**src/mev_pkg.sv**
```systemverilog
// constants for the modem event, alert and v.23 turnaround block
package mev_pkg;
   // register addresses on the plain register port
   localparam logic [7:0] ADDR_MODULATION_FORMAT = 8'h07;
   localparam logic [7:0] ADDR_IRQ_MASK = 8'h08;
   localparam logic [7:0] ADDR_IRQ_STATUS = 8'h09;
   localparam logic [7:0] ADDR_MISC_CFG = 8'h0C;
   localparam logic [7:0] ADDR_LOOP_DIFF = 8'h11;
   localparam logic [7:0] ADDR_LOOP_REF = 8'h12;
   localparam logic [7:0] ADDR_SERIAL_FORMAT = 8'h15;
   localparam logic [7:0] ADDR_OVERCURRENT_DELAY = 8'h32;
   localparam logic [7:0] ADDR_RESULT_CODE_CFG = 8'h62;
   localparam logic [7:0] ADDR_PIN_FUNCTION = 8'hE2;

   // status bit positions (mask bits share them, except carrier loss and reversal, which has no mask bit)
   localparam int ST_CARRIER_LOSS = 0;
   localparam int ST_OVERCURRENT = 1;
   localparam int ST_RING = 2;
   localparam int ST_INTRUSION = 3;
   localparam int ST_NO_LOOP = 4;
   localparam int ST_WAKE = 5;
   localparam int ST_REVERSAL = 7;
   localparam int MK_CARRIER_LOSS = 7;

   // field positions
   localparam int MF_SLOW_TX = 5;
   localparam int MF_FAST_TX = 4;
   localparam int MF_RATE_1200 = 2;
   localparam int RC_LOOP_RESULT = 1;
   localparam int MC_CARRIER_PIN = 7;
   localparam int MC_NINTH_FUNCTION = 3;
   localparam int SF_NINTH_ENABLE = 0;
   localparam int PF_ALERT_HI = 7;
   localparam int PF_ALERT_LO = 6;
   localparam int PF_GP2_HI = 3;
   localparam int PF_GP2_LO = 2;
   localparam logic [1:0] PF_ALERT_SEL = 2'h3;
   localparam logic [1:0] PF_GP2_CARRIER = 2'h1;

   // reset values
   localparam logic [7:0] RST_MODULATION_FORMAT = 8'h00;
   localparam logic [7:0] RST_IRQ_MASK = 8'h00;
   localparam logic [7:0] RST_MISC_CFG = 8'h00;
   localparam logic [4:0] RST_LOOP_DIFF = 5'h00;
   localparam logic [7:0] RST_LOOP_REF = 8'h00;
   localparam logic [7:0] RST_SERIAL_FORMAT = 8'h00;
   localparam logic [7:0] RST_OVERCURRENT_DELAY = 8'h14;
   localparam logic [7:0] RST_RESULT_CODE_CFG = 8'h00;
   localparam logic [7:0] RST_PIN_FUNCTION = 8'hC0;

   // result characters
   localparam logic [7:0] CH_LOOP_LOST = 8'h49;
   localparam logic [7:0] CH_LOOP_BACK = 8'h4C;
   localparam logic [7:0] CH_FAST_TX = 8'h63;
   localparam logic [7:0] CH_SLOW_TX = 8'h76;
   localparam logic [7:0] CH_NO_CARRIER = 8'h4E;

   // timing
   localparam int CLK_PERIOD_NS = 100;
   localparam int MS_NS = 1000000;
   localparam int MS_CYCLES = MS_NS / CLK_PERIOD_NS;
   localparam int T_MASTER_WIN_MS = 440;
   localparam int T_SLAVE_FWD_WIN_MS = 400;
   localparam int T_SLAVE_BACK_WIN_MS = 440;
   localparam int T_TONE_MIN_MS = 40;
   localparam int T_DROP_MIN_MS = 20;

   typedef enum logic [1:0] {
      TA_IDLE,
      TA_MASTER,
      TA_SLAVE_FWD,
      TA_SLAVE_BACK
   } mev_ta_state_t;
endpackage : mev_pkg

```
**src/mev_modem_event.sv**
```systemverilog
// modem event flags, alert line, ninth-bit alert and v.23 turnaround sequencer
// Function
// - alert line driven for each event source whose mask bit is set
// - host clear command clears status bits and releases the alert line high
// - status bits are sticky until the clear command
// - loop-loss monitoring off at reset, on via mask bit 4, sets status bit 4
// - with result bit 1 and mask bit 4, report I on loop loss and L on return
// - carrier loss in data mode alerts when pin is alert and mask bit 7 set
// - second pin function 01 plus carrier pin enable gives carrier detect output
// - overcurrent checking starts a programmable delay after off-hook, default 20 ms
// - overcurrent sets status bit 1 and alerts if pin is alert and mask bit 1
// - v.23 selected when format is xx10xx00 or xx01xx00
// - bit 5 sends at 75 bps receives fast; bit 4 the reverse
// - fast channel runs 1200 bps with rate bit 2 set, else 600
// - on v.23 connect report c when sending fast, v when sending slow
// - master turnaround goes to 1300 Hz, c if over 40 ms tone in 440 ms else N
// - slave reverses after 20 ms drop; over 40 ms of 1300 Hz in 400 ms gives bit 7 and v
// - else reverse back, over 40 ms of 390 Hz gives bit 7 and c, else hang up, bit 7, N
// - successful master or forward slave turnaround rewrites direction bits 4 and 5; reverse back keeps them
// - ninth bit enable with function bit 0 carries the alert condition
// - intrusion only after two successive samples below reference by over the difference
`timescale 1ns/1ps
`default_nettype none
module mev_modem_event #(
   parameter int MS_CYCLES = mev_pkg::MS_CYCLES
) (
   // clock and reset
   input wire logic sys_clk,
   input wire logic rst_b,
   // register port
   input wire logic [7:0] reg_addr,
   input wire logic [7:0] reg_wdata,
   input wire logic reg_wr,
   input wire logic reg_rd,
   output logic [7:0] reg_rdata,
   // host commands, decoded upstream
   input wire logic irq_clear_command,
   input wire logic turnaround_command,
   // line and data pump status
   input wire logic off_hook,
   input wire logic data_mode,
   input wire logic link_connected,
   input wire logic carrier_present,
   input wire logic tone_390_present,
   input wire logic tone_1300_present,
   input wire logic loop_current_low,
   input wire logic overcurrent_detect,
   input wire logic ring_detect,
   input wire logic wake_event,
   input wire logic loop_sample_valid,
   input wire logic [7:0] loop_current_sample,
   // pins and serial path
   output logic alert_n,
   output logic carrier_detect_n,
   output logic ninth_bit_alert,
   // v.23 data pump control
   output logic v23_active,
   output logic tx_fast_channel,
   output logic fast_rate_1200,
   output logic tx_carrier_1300,
   output logic hang_up,
   // result characters to the serial path
   output logic [7:0] result_char,
   output logic result_valid
);
   import mev_pkg::*;

   typedef struct packed {
      logic [7:0] mod_fmt;
      logic [7:0] mask;
      logic [7:0] status;
      logic [7:0] misc;
      logic [4:0] loop_diff;
      logic [7:0] loop_ref;
      logic [7:0] serial;
      logic [7:0] ocd_delay;
      logic [7:0] result_cfg;
      logic [7:0] pin_fn;
      logic [7:0] rdata;
      logic [15:0] ms_div;
      logic ms_tick;
      logic [7:0] offhook_ms;
      logic carrier_q;
      logic loop_low_q;
      logic below_prev;
      mev_ta_state_t ta;
      logic [8:0] win_ms;
      logic [5:0] tone_ms;
      logic [4:0] drop_ms;
      logic tx_hi;
      logic hangup;
      logic [7:0] rchar;
      logic rvalid;
      logic alert_n;
      logic ninth;
      logic cd_n;
      logic v23;
      logic fast;
      logic rate;
   } mev_state_t;

   mev_state_t q;
   mev_state_t next_q;

   function automatic logic v23_sel(input logic [7:0] f);
      v23_sel = (f[5:4] == 2'h2 || f[5:4] == 2'h1) && f[1:0] == 2'h0;
   endfunction : v23_sel

   // reversal alerts whatever the mask
   function automatic logic alert_any(input logic [7:0] st, input logic [7:0] mk);
      logic [7:0] en;
      en = mk;
      en[ST_CARRIER_LOSS] = mk[MK_CARRIER_LOSS];
      en[ST_REVERSAL] = 1'b1;
      en[6] = 1'b0;
      alert_any = |(st & en);
   endfunction : alert_any

   function automatic logic [7:0] read_mux(input mev_state_t s, input logic [7:0] a);
      unique case (a)
         ADDR_MODULATION_FORMAT: read_mux = s.mod_fmt;
         ADDR_IRQ_MASK: read_mux = s.mask;
         ADDR_IRQ_STATUS: read_mux = s.status;
         ADDR_MISC_CFG: read_mux = s.misc;
         ADDR_LOOP_DIFF: read_mux = {3'h0, s.loop_diff};
         ADDR_LOOP_REF: read_mux = s.loop_ref;
         ADDR_SERIAL_FORMAT: read_mux = s.serial;
         ADDR_OVERCURRENT_DELAY: read_mux = s.ocd_delay;
         ADDR_RESULT_CODE_CFG: read_mux = s.result_cfg;
         ADDR_PIN_FUNCTION: read_mux = s.pin_fn;
         default: read_mux = 8'h00;
      endcase
   endfunction : read_mux

   logic v23;
   logic is_alert_pin;
   logic carrier_lost;
   logic below;
   logic ta_success;
   logic ta_window_over;
   logic [7:0] set_bits;

   always_comb begin
      next_q = q;
      next_q.ms_tick = 1'b0;
      next_q.hangup = 1'b0;
      next_q.rvalid = 1'b0;
      set_bits = 8'h00;
      v23 = v23_sel(q.mod_fmt);
      is_alert_pin = q.pin_fn[PF_ALERT_HI:PF_ALERT_LO] == PF_ALERT_SEL;
      carrier_lost = q.carrier_q && !carrier_present && data_mode;
      below = (q.loop_ref > loop_current_sample)
         && ((q.loop_ref - loop_current_sample) > {3'h0, q.loop_diff});
      ta_success = 1'b0;
      ta_window_over = 1'b0;

      // register writes
      if (reg_wr) begin
         unique case (reg_addr)
            ADDR_MODULATION_FORMAT: next_q.mod_fmt = reg_wdata;
            ADDR_IRQ_MASK: next_q.mask = reg_wdata;
            ADDR_MISC_CFG: next_q.misc = reg_wdata;
            ADDR_LOOP_DIFF: next_q.loop_diff = reg_wdata[4:0];
            ADDR_LOOP_REF: next_q.loop_ref = reg_wdata;
            ADDR_SERIAL_FORMAT: next_q.serial = reg_wdata;
            ADDR_OVERCURRENT_DELAY: next_q.ocd_delay = reg_wdata;
            ADDR_RESULT_CODE_CFG: next_q.result_cfg = reg_wdata;
            ADDR_PIN_FUNCTION: next_q.pin_fn = reg_wdata;
            default: ;
         endcase
      end
      if (reg_rd) begin
         next_q.rdata = read_mux(q, reg_addr);
      end

      // millisecond time base
      if (q.ms_div == 16'(MS_CYCLES - 1)) begin
         next_q.ms_div = 16'h0000;
         next_q.ms_tick = 1'b1;
      end else begin
         next_q.ms_div = q.ms_div + 16'h0001;
      end

      // time since going off-hook, saturating
      if (!off_hook) begin
         next_q.offhook_ms = 8'h00;
      end else if (q.ms_tick && q.offhook_ms != 8'hFF) begin
         next_q.offhook_ms = q.offhook_ms + 8'h01;
      end

      next_q.carrier_q = carrier_present;
      next_q.loop_low_q = loop_current_low;

      // event sources
      if (carrier_lost) begin
         set_bits[ST_CARRIER_LOSS] = 1'b1;
      end
      if (off_hook && q.offhook_ms >= q.ocd_delay && overcurrent_detect) begin
         set_bits[ST_OVERCURRENT] = 1'b1;
      end
      if (ring_detect) begin
         set_bits[ST_RING] = 1'b1;
      end
      if (wake_event) begin
         set_bits[ST_WAKE] = 1'b1;
      end
      if (q.mask[ST_NO_LOOP] && off_hook && loop_current_low) begin
         set_bits[ST_NO_LOOP] = 1'b1;
      end
      if (!off_hook) begin
         next_q.below_prev = 1'b0;
      end else if (loop_sample_valid) begin
         next_q.below_prev = below;
         if (below && q.below_prev) begin
            set_bits[ST_INTRUSION] = 1'b1;
         end
      end

      // loop-current result characters
      if (q.result_cfg[RC_LOOP_RESULT] && off_hook && q.mask[ST_NO_LOOP]) begin
         if (loop_current_low && !q.loop_low_q) begin
            next_q.rchar = CH_LOOP_LOST;
            next_q.rvalid = 1'b1;
         end else if (!loop_current_low && q.loop_low_q) begin
            next_q.rchar = CH_LOOP_BACK;
            next_q.rvalid = 1'b1;
         end
      end
      if (link_connected && v23) begin
         next_q.rchar = q.mod_fmt[MF_FAST_TX] ? CH_FAST_TX : CH_SLOW_TX;
         next_q.rvalid = 1'b1;
      end

      // carrier drop timer for the slave side
      if (carrier_present) begin
         next_q.drop_ms = 5'h00;
      end else if (q.ms_tick && q.drop_ms != 5'h1F) begin
         next_q.drop_ms = q.drop_ms + 5'h01;
      end

      // turnaround window counters
      if (q.ta != TA_IDLE && q.ms_tick) begin
         next_q.win_ms = q.win_ms + 9'h001;
         if (q.tx_hi ? tone_390_present : tone_1300_present) begin
            if (q.tone_ms != 6'h3F) begin
               next_q.tone_ms = q.tone_ms + 6'h01;
            end
         end
      end
      ta_success = q.tone_ms > 6'(T_TONE_MIN_MS);

      unique case (q.ta)
         TA_IDLE: begin
            next_q.tx_hi = q.mod_fmt[MF_FAST_TX];
            next_q.win_ms = 9'h000;
            next_q.tone_ms = 6'h00;
            // requests from a fast sender are ignored
            if (turnaround_command && v23 && q.mod_fmt[MF_SLOW_TX]) begin
               next_q.ta = TA_MASTER;
               next_q.tx_hi = 1'b1;
            end else if (v23 && data_mode && q.mod_fmt[MF_FAST_TX]
                         && q.drop_ms > 5'(T_DROP_MIN_MS)) begin
               next_q.ta = TA_SLAVE_FWD;
               next_q.tx_hi = 1'b0;
            end
         end
         TA_MASTER: begin
            ta_window_over = q.win_ms >= 9'(T_MASTER_WIN_MS);
            if (ta_success) begin
               next_q.ta = TA_IDLE;
               next_q.mod_fmt[MF_FAST_TX] = 1'b1;
               next_q.mod_fmt[MF_SLOW_TX] = 1'b0;
               next_q.rchar = CH_FAST_TX;
               next_q.rvalid = 1'b1;
            end else if (ta_window_over) begin
               next_q.ta = TA_IDLE;
               next_q.hangup = 1'b1;
               next_q.rchar = CH_NO_CARRIER;
               next_q.rvalid = 1'b1;
            end
         end
         TA_SLAVE_FWD: begin
            ta_window_over = q.win_ms >= 9'(T_SLAVE_FWD_WIN_MS);
            if (ta_success) begin
               next_q.ta = TA_IDLE;
               set_bits[ST_REVERSAL] = 1'b1;
               next_q.mod_fmt[MF_FAST_TX] = 1'b0;
               next_q.mod_fmt[MF_SLOW_TX] = 1'b1;
               next_q.rchar = CH_SLOW_TX;
               next_q.rvalid = 1'b1;
            end else if (ta_window_over) begin
               next_q.ta = TA_SLAVE_BACK;
               next_q.tx_hi = 1'b1;
               next_q.win_ms = 9'h000;
               next_q.tone_ms = 6'h00;
            end
         end
         TA_SLAVE_BACK: begin
            ta_window_over = q.win_ms >= 9'(T_SLAVE_BACK_WIN_MS);
            if (ta_success) begin
               // original channels again: direction bits kept
               next_q.ta = TA_IDLE;
               set_bits[ST_REVERSAL] = 1'b1;
               next_q.rchar = CH_FAST_TX;
               next_q.rvalid = 1'b1;
            end else if (ta_window_over) begin
               next_q.ta = TA_IDLE;
               set_bits[ST_REVERSAL] = 1'b1;
               next_q.hangup = 1'b1;
               next_q.rchar = CH_NO_CARRIER;
               next_q.rvalid = 1'b1;
            end
         end
      endcase

      // a hardware set in the clear cycle survives the clear
      if (irq_clear_command) begin
         next_q.status = set_bits;
      end else begin
         next_q.status = q.status | set_bits;
      end

      // outputs, registered from the next state
      next_q.alert_n = !(is_alert_pin && alert_any(next_q.status, next_q.mask));
      next_q.ninth = next_q.serial[SF_NINTH_ENABLE] && !next_q.misc[MC_NINTH_FUNCTION]
         && alert_any(next_q.status, next_q.mask);
      next_q.cd_n = !(next_q.pin_fn[PF_GP2_HI:PF_GP2_LO] == PF_GP2_CARRIER
         && next_q.misc[MC_CARRIER_PIN] && carrier_present);
      // channel controls follow the format, hardware swaps included
      next_q.v23 = v23_sel(next_q.mod_fmt);
      next_q.fast = next_q.mod_fmt[MF_FAST_TX];
      next_q.rate = next_q.mod_fmt[MF_RATE_1200];
   end

   always_ff @(posedge sys_clk or negedge rst_b) begin
      if (!rst_b) begin
         q <= '0;
         q.mod_fmt <= RST_MODULATION_FORMAT;
         q.mask <= RST_IRQ_MASK;
         q.misc <= RST_MISC_CFG;
         q.loop_diff <= RST_LOOP_DIFF;
         q.loop_ref <= RST_LOOP_REF;
         q.serial <= RST_SERIAL_FORMAT;
         q.ocd_delay <= RST_OVERCURRENT_DELAY;
         q.result_cfg <= RST_RESULT_CODE_CFG;
         q.pin_fn <= RST_PIN_FUNCTION;
         q.ta <= TA_IDLE;
         q.alert_n <= 1'b1;
         q.cd_n <= 1'b1;
      end else begin
         q <= next_q;
      end
   end

   assign reg_rdata = q.rdata;
   assign alert_n = q.alert_n;
   assign carrier_detect_n = q.cd_n;
   assign ninth_bit_alert = q.ninth;
   assign v23_active = q.v23;
   assign tx_fast_channel = q.fast;
   assign fast_rate_1200 = q.rate;
   assign tx_carrier_1300 = q.tx_hi;
   assign hang_up = q.hangup;
   assign result_char = q.rchar;
   assign result_valid = q.rvalid;
endmodule : mev_modem_event
`default_nettype wire

```
**config.mk**
```make
export PLATFORM = sky130hd
export DESIGN_NAME = mev_modem_event
export DESIGN_NICKNAME = d
export VERILOG_FILES = /design/src/mev_pkg.sv /design/src/mev_modem_event.sv
export SDC_FILE = /design/constraint.sdc
export NUM_CORES = 1
export LEC_CHECK = 0
export ABC_AREA = 1
export ABC_CLOCK_PERIOD_IN_PS = 2900
export BUFFER_PORTS_ARGS = -buffer_cell sky130_fd_sc_hd__buf_2
export CAP_MARGIN = 20
export CORE_UTILIZATION = 44
export CTS_CLUSTER_SIZE = 12
export DETAILED_ROUTE_END_ITERATION = 8
export PLACE_DENSITY = 0.64
export SKIP_LAST_GASP = 1
export SLEW_MARGIN = 10
export SYNTH_ARGS = -nofsm -noshare
export SYNTH_HDL_FRONTEND = slang
export SYNTH_SLANG_ARGS = --single-unit
```
**constraint.sdc**
```tcl
create_clock -name sys_clk -period 2.9 [get_ports sys_clk]
set_input_delay 0.725 -clock sys_clk [delete_from_list [all_inputs] [get_ports sys_clk]]
set_output_delay 0.725 -clock sys_clk [all_outputs]
set_load 0.05 [all_outputs]
```
-- Word-level counts from Yosys, hierarchy flattened
Index checks and enable logic that the tools add are counted.
- $add $sub $neg: 6
- multiply operators: 0
- divide/modulo/power cells: 0
- order comparisons: 7
- equal/unequal tests: 30
- shift-type cells: 0
- multiplexer cells: 65
- bitwise gates (word level): 2
- reductions and logical operators: 55
- operator list (operator ; number):
    $mux 8 ; 10
    $pmux 8 s10 ; 1
    $mux 9 ; 6
    $mux 53 ; 1
    $mux 15 ; 2
    $pmux 15 s2 ; 1
    $logic_and 1x1->1 ; 28
    $eq 8x4->1 const B ; 3
    $eq 8x5->1 const B ; 3
    $mux 1 ; 21
    $mux 5 ; 4
    $ge 9x9->1 const B ; 2
    $mux 6 ; 3
    $pmux 9 s2 ; 1
    $reduce_and 2->1 ; 9
    $mux 17 ; 1
    $add 16x1->16 const B ; 1
    $eq 16x14->1 const B ; 1
    $mux 16 ; 1
    $mux 14 ; 1
    $mux 2 ; 7
    $eq 2x2->1 const B ; 5
    $mux 10 ; 1
    $add 9x1->9 const B ; 1
    33 further kinds ; 51
- bits in registers: 152
- latch bits: 0
- memory bits (writable): 0
- bits in read-only memories: 0
- memories: 0

-- Logic depth before layout (Yosys ltp)
Gate-level depths: netlist of the first run.
- word-level depth: 13
- mapped depth: 21
- gate-level depth less buffers: 21

-- Worst setup path after synthesis of the first run
OpenSTA, ideal clock, no wires.
- kind: input -> register
- start point: in loop_current_sample[2]
- end point: reg q, in the netlist ninth_bit_alert
- library setup time: 77 ps
- arrival time: 2472 ps
- slack: 350 ps
- stages on the path: 20
- cells stage by stage: inv_1 -> ha_1 -> nand2_1 -> inv_1 -> nand2_1 -> nand3_1 -> xor2_1 -> ha_1 -> nand2_1 -> inv_1 -> o21ai_0 -> nand2_1 -> nand2_1 -> nand2_1 -> nand2_1 -> nand3_1 -> nand3_1 -> nand2_1 -> nand2_1 -> a21oi_1
- RTL lines (element ; line ; source):
    start, declared ; mev_modem_event.sv:51 ; input wire logic [7:0] loop_current_sample,
    end signal, assigned ; mev_modem_event.sv:351 ; q <= next_q;
    end, declared ; mev_modem_event.sv:102 ; mev_state_t q;

==> impl_results.md, run 1 <==
- Status: finished with violations
- Violated checks: DRC
- TritonCTS Sinks: 149
- DR pass1 iterations: 8
- Tcrit/Tclk final: 0.872
- Via count: 6814
- Worst path max stage delay: 0.42 ns
- Mapped Cells: 1039
- Combinational power share: 0.128
- Most common cell on crit path: nand2_1
- Synth top area share: 0.438
- Pleak: 0.00466 µW
- Top-count cell post-synth: nand2_1
- Ys async rst share: 1.00
- Total wire length: 20100 µm
- Top cells by count, synth: 213 x nand2_1, 177 x inv_1, 143 x dfrtp_1
- Routed Antenna Nets: 0
- Starting Density: 0.452
- Skew-Pair Late Insertion Delay: 0.43 ns
- CTS tree: built
- FMAX: 0.395 GHz
- Die area: 19100 µm²
- CP Max Fanout: 4
- Distinct cells, synth: 49
- CTS root buffer: clkbuf_16
- Htree depth: 4
- Top FF cell, synth: dfrtp_1
- Max Cap Viol: 0
- Core Util, Final: 0.512
- Tmin final: 2.53 ns
- Critical Path RT: 3.26 ns
- Synthesized area: 8180 µm²
- Vias in the first global route: 6334
- RSZ-0062 raised after global routing: false
- CP Capture Type: flip-flop
- Largest family of logic cells by synthesized area: simple AND/OR/NAND/NOR gates
- Reg power frac: 0.439
- CTS Buf Count: 17
- Share of layout cells above drive strength 1: 0.118
- Count of final max-slew check failures: 0
- HPWL after DPL: 14900 µm
- Setup Buffers After CTS: 0
- Final nets: 1181
- Critical path class: flip-flop to flip-flop
- Synth Area in Simple Gates: 0.225
- # port buffers: 65
- Worst hold margin: 0.196 ns
- P&R area growth vs syn: 13.3%
- Synth Area in XOR/XNOR: 0.0150
- CTS clock-pin slew for the worst setup and hold paths: 0.06 ns
- Core Footprint: 18100 µm²
- Sequential area share after synthesis: 0.457
- # resized after CTS: 0
- Slew margin rel.: 0.656
- Wire per inst: 14.9 µm
- Startpoint types: flip-flop
- Final Hold Fails: 0
- Via density: 5.07
- Worst EP arrival: 2.89 ns
- Synth area leaders: dfrtp_1 44%, nand2_1 9.8%, inv_1 8.1%
- ANT cells: 0
- I/O pin count: 66
- Switch Pwr: 1390 µW
- Clock Path Buffers: 2
- First-pass GRT wire length: 32900 µm
- CTS Hold Bufs: 0
- Clock network power share: 0.433
- Worst-margin pin slew: 0.511 ns
- All-Layer GR Usage: 0.221
- Multiplexer area fraction after synthesis: 0.00245
- Cell Int Power: 3640 µW
- Worst-path cell chain: ha_1, nand2_1, inv_1, nand2_1, nand3_1, xor2_1, ha_1, nand2_1, inv_1, o21ai_0, nand2_1, nand2_1, nand2_1, nand2_1, nand3_1, nand3_1, nand2_1, nand2_1, a21oi_1
- Synth warn: 0
- Gr ovfl total: 0
- Cell taking the most area after synthesis: dfrtp_1
- Post-synthesis adder-cell area fraction: 0.0590
- HP Class: input port to async pin
- Initial antenna violation count: 1
- Width of the die: 138 µm
- Synthesized area per cell: 7.87 µm²
- # DRC: 10
- CP max stage cell: dfrtp_1
- Clock skew after layout: 0.00637 ns
- Switching Fraction: 0.277
- Synth Area in Compound Gates: 0.133
- Peak supply drop: 404 µV
- DRT iter0 DRCs: 460
- Syn Nets: 1118
- Row cnt: 49
- Final setup violation count: 0
- Pwr Density: 542 nW/µm²
- Largest net degree at the start of global routing: 62
- GP Congestion: 0.857
- Post-synth EDFFs: 0
- Register bit total from synthesis: 149
- # fillers: 1712
- Chip height: 138 µm
worst paths after layout:
path,startpoint,end,slack (ns),cells past startpoint
max reg2reg,q[109],ninth_bit_alert,0.37,19
max,q[109],ninth_bit_alert,0.37,19
min,rst_b,q[39],0.20,1
min in group sys_clk,loop_current_low,q[40],0.45,1
max in group asynchronous,rst_b,q[95],2.04,2
min reg2reg,q[51],q[51],0.46,1
cell families after synthesis:
logic type	Yosys count
compound gates	199
buf+inv	213
fa+ha+maj	38
simple gates	424
mux	2
flops	149
xor+xnor	14
cells in the final DEF, fill, tap and decap left out, types with 5 or more instances in the layout:
cell	instances
nor3_1	18
dfstp_2	6
dfrtp_1	143
clkbuf_16	17
nand2_1	213
o21ai_0	121
buf_2	64
ha_1	37
inv_1	177
o211ai_1	6
buf_4	7
a21oi_1	33
nand4_1	17
nor2_1	96
nand3_1	57
o22ai_1	11
inv_2	5
nor2_2	5
xor2_1	10
o21ai_1	7
through the flow:
step                      TNS (ns)  total power (µW)  worst slack (ns)  cells  instance area (µm²)
final                            0              5030             0.370   1344                 9270
after global routing             0              5260             0.133   1344                 9270
after CTS                        0              5080             0.392   1344                 9270
after detailed placement  -0.00921              2890          -0.00921   1312                 8690
after global placement           0              2880             0.102   1312                 8690
after floorplan                  0              2660             0.350   1039                 8180
layer usage:
metal	up-vias	GRT usage	routed length (µm)
met5	-	0	13
met4	2	0.0704	274
met3	27	0.0526	1220
met2	163	0.343	9220
met1	3163	0.305	9350
li1	3459	-	-
power by group through the flow:
stage / Combinational, µW / Clock (µW) / Sequential, µW
CTS: 648 / 2220 / 2210
global placement: 641 / 0 / 2240
floorplan: 397 / 0 / 2260
finish: 643 / 2170 / 2210
global route: 736 / 2300 / 2220
detailed placement: 644 / 0 / 2240
critical path, delay by kind of cell (launching register included):
kind,cells,cell delay [ns]
flip-flops,1,0.42
AND/OR/NAND/NOR,12,0.87
XOR/XNOR,1,0.16
buffers and inverters,2,0.13
adder cells (fa/ha/maj),2,0.66
AO/OA/AOI/OAI,2,0.21
cell type report:
class / instances / area (µm²) / area share
Tap cell: 229 / 287 / 0.0309
Clock inverter: 12 / 131 / 0.0142
Multi-Input combinational cell: 677 / 3550 / 0.384
Sequential cell: 149 / 3740 / 0.403
Clock buffer: 20 / 447 / 0.0482
Timing Repair Buffer: 74 / 424 / 0.0458
Inverter: 183 / 688 / 0.0743
flip-flops by register name, indices dropped and copies added, names as in the netlist:
signal and count:
alert_n 1, carrier_detect_n 1, hang_up 1, ninth_bit_alert 1, q 126, reg_rdata 8
result_char 8, result_valid 1, tx_carrier_1300 1, v23_active 1
(Power assumes the default switching activity.)
==> inputs of run 2 (changes only) <==
CELL_PAD_IN_SITES_DETAIL_PLACEMENT = 0   (was unset)
CELL_PAD_IN_SITES_GLOBAL_PLACEMENT = 1   (was unset)
CORE_UTILIZATION = 45   (was 44)
PLACE_DENSITY = 0.82   (was 0.64)
==> run 2 against run 1 <==
The flow now finishes without violations. Via count shrank 0.32%. Global-route usage grew 1.8 points. Critical path type unchanged. Highest routed layer is now met4. Utilization increased by 1.6 points. Total power shrank 0.17%. Critical path depth unchanged.
==> impl_results.md, run 2 (same netlist as run 1, synthesis figures left out) <==
- Row cnt: 48 (-2.0%)
- HPWL after DPL: 15500 µm (+3.8%)
- # resized after CTS: 0 (unchanged)
- Pwr Density: 541 nW/µm² (-0.17%)
- Reg2reg setup slack: 0.47 ns (+0.10 ns)
- Htree depth: 4 (unchanged)
- CTS Buf Count: 17 (unchanged)
- HP Class: input port to async pin
- DRT iter0 DRCs: 519 (+13%)
- Status: finished, final reports clean
- Tcrit/Tclk final: 0.838 (-0.0339)
- Largest delay share family, worst path: simple AND/OR/NAND/NOR gates
- First-pass GRT wire length: 33500 µm (+2.1%)
- Worst path max stage delay: 0.41 ns (about the same)
- CP max stage cell: dfrtp_1
- Vias in the first global route: 6569 (+3.7%)
- CTS clock-pin slew for the worst setup and hold paths: 0.06 ns (about the same)
- Reg-to-reg endpoint: ninth_bit_alert
- Final instance area: 9270 µm² (unchanged)
- Share of layout cells above drive strength 1: 0.119 (+0.000577)
- CP Max Fanout: 3 (-1)
- CTS root buffer: clkbuf_16
- All-Layer GR Usage: 0.239 (+0.0180)
- CP Capture Type: flip-flop
- P&R area growth vs syn: 13.3% (unchanged)
- Peak supply drop: 490 µV (+21%)
- Routed Antenna Nets: 0 (unchanged)
- CTS tree: built
- Via count: 6792 (-0.32%)
- Multi-input gate area: 3550 µm² (unchanged)
- RSZ-0062 raised after global routing: false
- Placed Instances: 1311 (-0.076%)
- Wire per inst: 15.2 µm (+2.0%)
- TritonCTS Sinks: 149 (unchanged)
- Chip height: 137 µm (-1.1%)
- Non-filler cells, final: 1343 (-0.074%)
- DR pass1 iterations: 5 (-3)
- Final Hold Fails: 0 (unchanged)
- FMAX: 0.411 GHz (+4.0%)
- Area post-placement: 8690 µm² (about the same)
- Worst EP arrival: 2.78 ns (-0.11 ns)
- Worst-path cell chain: ha_1, nand2_1, inv_1, nand2_1, nand3_1, xor2_1, ha_1, nand2_1, inv_1, o21ai_0, nand2_1, nand2_1, nand2_1, nand2_1, nand3_1, nand3_1, nand2_1, nand2_1, a21oi_1
- Largest register FFs: 126 (unchanged)
- Clock skew after layout: 0.00992 ns (+0.00354 ns)
- Die area: 18700 µm² (-2.2%)
- Most frequent cells in the layout: 213 x nand2_1, 177 x inv_1, 143 x dfrtp_1, 121 x o21ai_0, 96 x nor2_1
- Critical path class: flip-flop to flip-flop
- Final setup violation count: 0 (unchanged)
- Initial antenna violation count: 0 (-1)
- Largest net degree at the start of global routing: 59 (-4.8%)
- Critical Path RT: 3.25 ns (about the same)
- Commonest non-fill, non-tap cell in the layout: nand2_1
- Pleak: 0.00468 µW (+0.39%)
- CP bufs+invs: 2 (unchanged)
- Final setup TNS: 0 ns (unchanged)
- Via density: 5.06 (-0.25%)
- Gr ovfl total: 0 (unchanged)
- Tmin final: 2.43 ns (-0.0983 ns)
- Count of final max-slew check failures: 0 (unchanged)
- # fillers: 1706 (-0.35%)
- Setup Buffers After CTS: 0 (unchanged)
- Max Cap Viol: 0 (unchanged)
- R2R depth: 19 (unchanged)
- GP Congestion: 0.836 (-2.5%)
- Total wire length: 20500 µm (+1.9%)
- Reg area: 3740 µm² (unchanged)
- Width of the die: 137 µm (-1.1%)
- Crit path depth: 19 (unchanged)
- # port buffers: 65 (unchanged)
- Worst-margin pin slew: 0.570 ns (+0.0589 ns)
- Worst reg2reg path startpoint: q[109]
- Slew margin rel.: 0.620 (-0.0361)
- CTS Hold Bufs: 0 (unchanged)
- Most common cell on crit path: nand2_1
- Skew-Pair Late Insertion Delay: 0.43 ns (about the same)
- # DRC: 0 (-10)
- Clock Path Buffers: 2 (unchanged)
- Starting Density: 0.466 (+0.0142)
- Startpoint types: flip-flop
- I/O pin count: 66 (unchanged)
- ANT cells: 0 (unchanged)
- Core Footprint: 17500 µm² (-3.0%)
- Final nets: 1184 (+0.25%)
- Biggest register: q
==> run 2: layout make-up <==
type                       count  area share
sequential                   149       0.403
tap                          225      0.0304
clock buffer                  23      0.0505
inverter                     183      0.0743
timing repair buffer          77      0.0468
multi-input combinational    677       0.384
clock inverter                 9      0.0113
==> run 2: through the flow <==
step	setup WS (ns)	utilization	total power (µW)	hold WS, ns
floorplan	0.350	-	2660	0.429
global placement	0.127	0.496	2880	0.451
detailed placement	0.0450	0.496	2890	0.463
CTS	0.449	0.528	5070	0.285
global route	0.188	0.528	5240	0.305
finish	0.469	0.528	5020	0.261
==> run 2: worst register-to-register path: stages, from the launching register on <==
cell and delay [ns]:
dfrtp_1 0.41, ha_1 0.33, nand2_1 0.07, inv_1 0.06, nand2_1 0.05, nand3_1 0.09, xor2_1 0.16, ha_1 0.30
nand2_1 0.05, inv_1 0.06, o21ai_0 0.08, nand2_1 0.06, nand2_1 0.05, nand2_1 0.05, nand2_1 0.04, nand3_1 0.10
nand3_1 0.08, nand2_1 0.10, nand2_1 0.07, a21oi_1 0.13
==> run 2: where the power goes <==
part	internal (µW)	switching, µW
Combinational	185	453
Clock	1310	861
Sequential	2160	46.9
==> run 2: metal layers <==
layer,part of all wire,track usage,wire [µm]
met3,0.050,0.0496,1010
met4,0.020,0.0885,408
met2,0.44,0.368,9070
met1,0.49,0.331,9970
met5,0,0,0
==> run 2: worst max path at each step <==
| stage | from | slack [ns] | to |
|---|---|---|---|
| floorplan | loop_current_sample[2] | 0.35 | ninth_bit_alert |
| global placement | loop_current_sample[0] | 0.13 | ninth_bit_alert |
| detailed placement | loop_current_sample[2] | 0.05 | ninth_bit_alert |
| CTS | q[109] | 0.45 | ninth_bit_alert |
| global route | q[107] | 0.19 | alert_n |
| finish | q[109] | 0.47 | ninth_bit_alert |
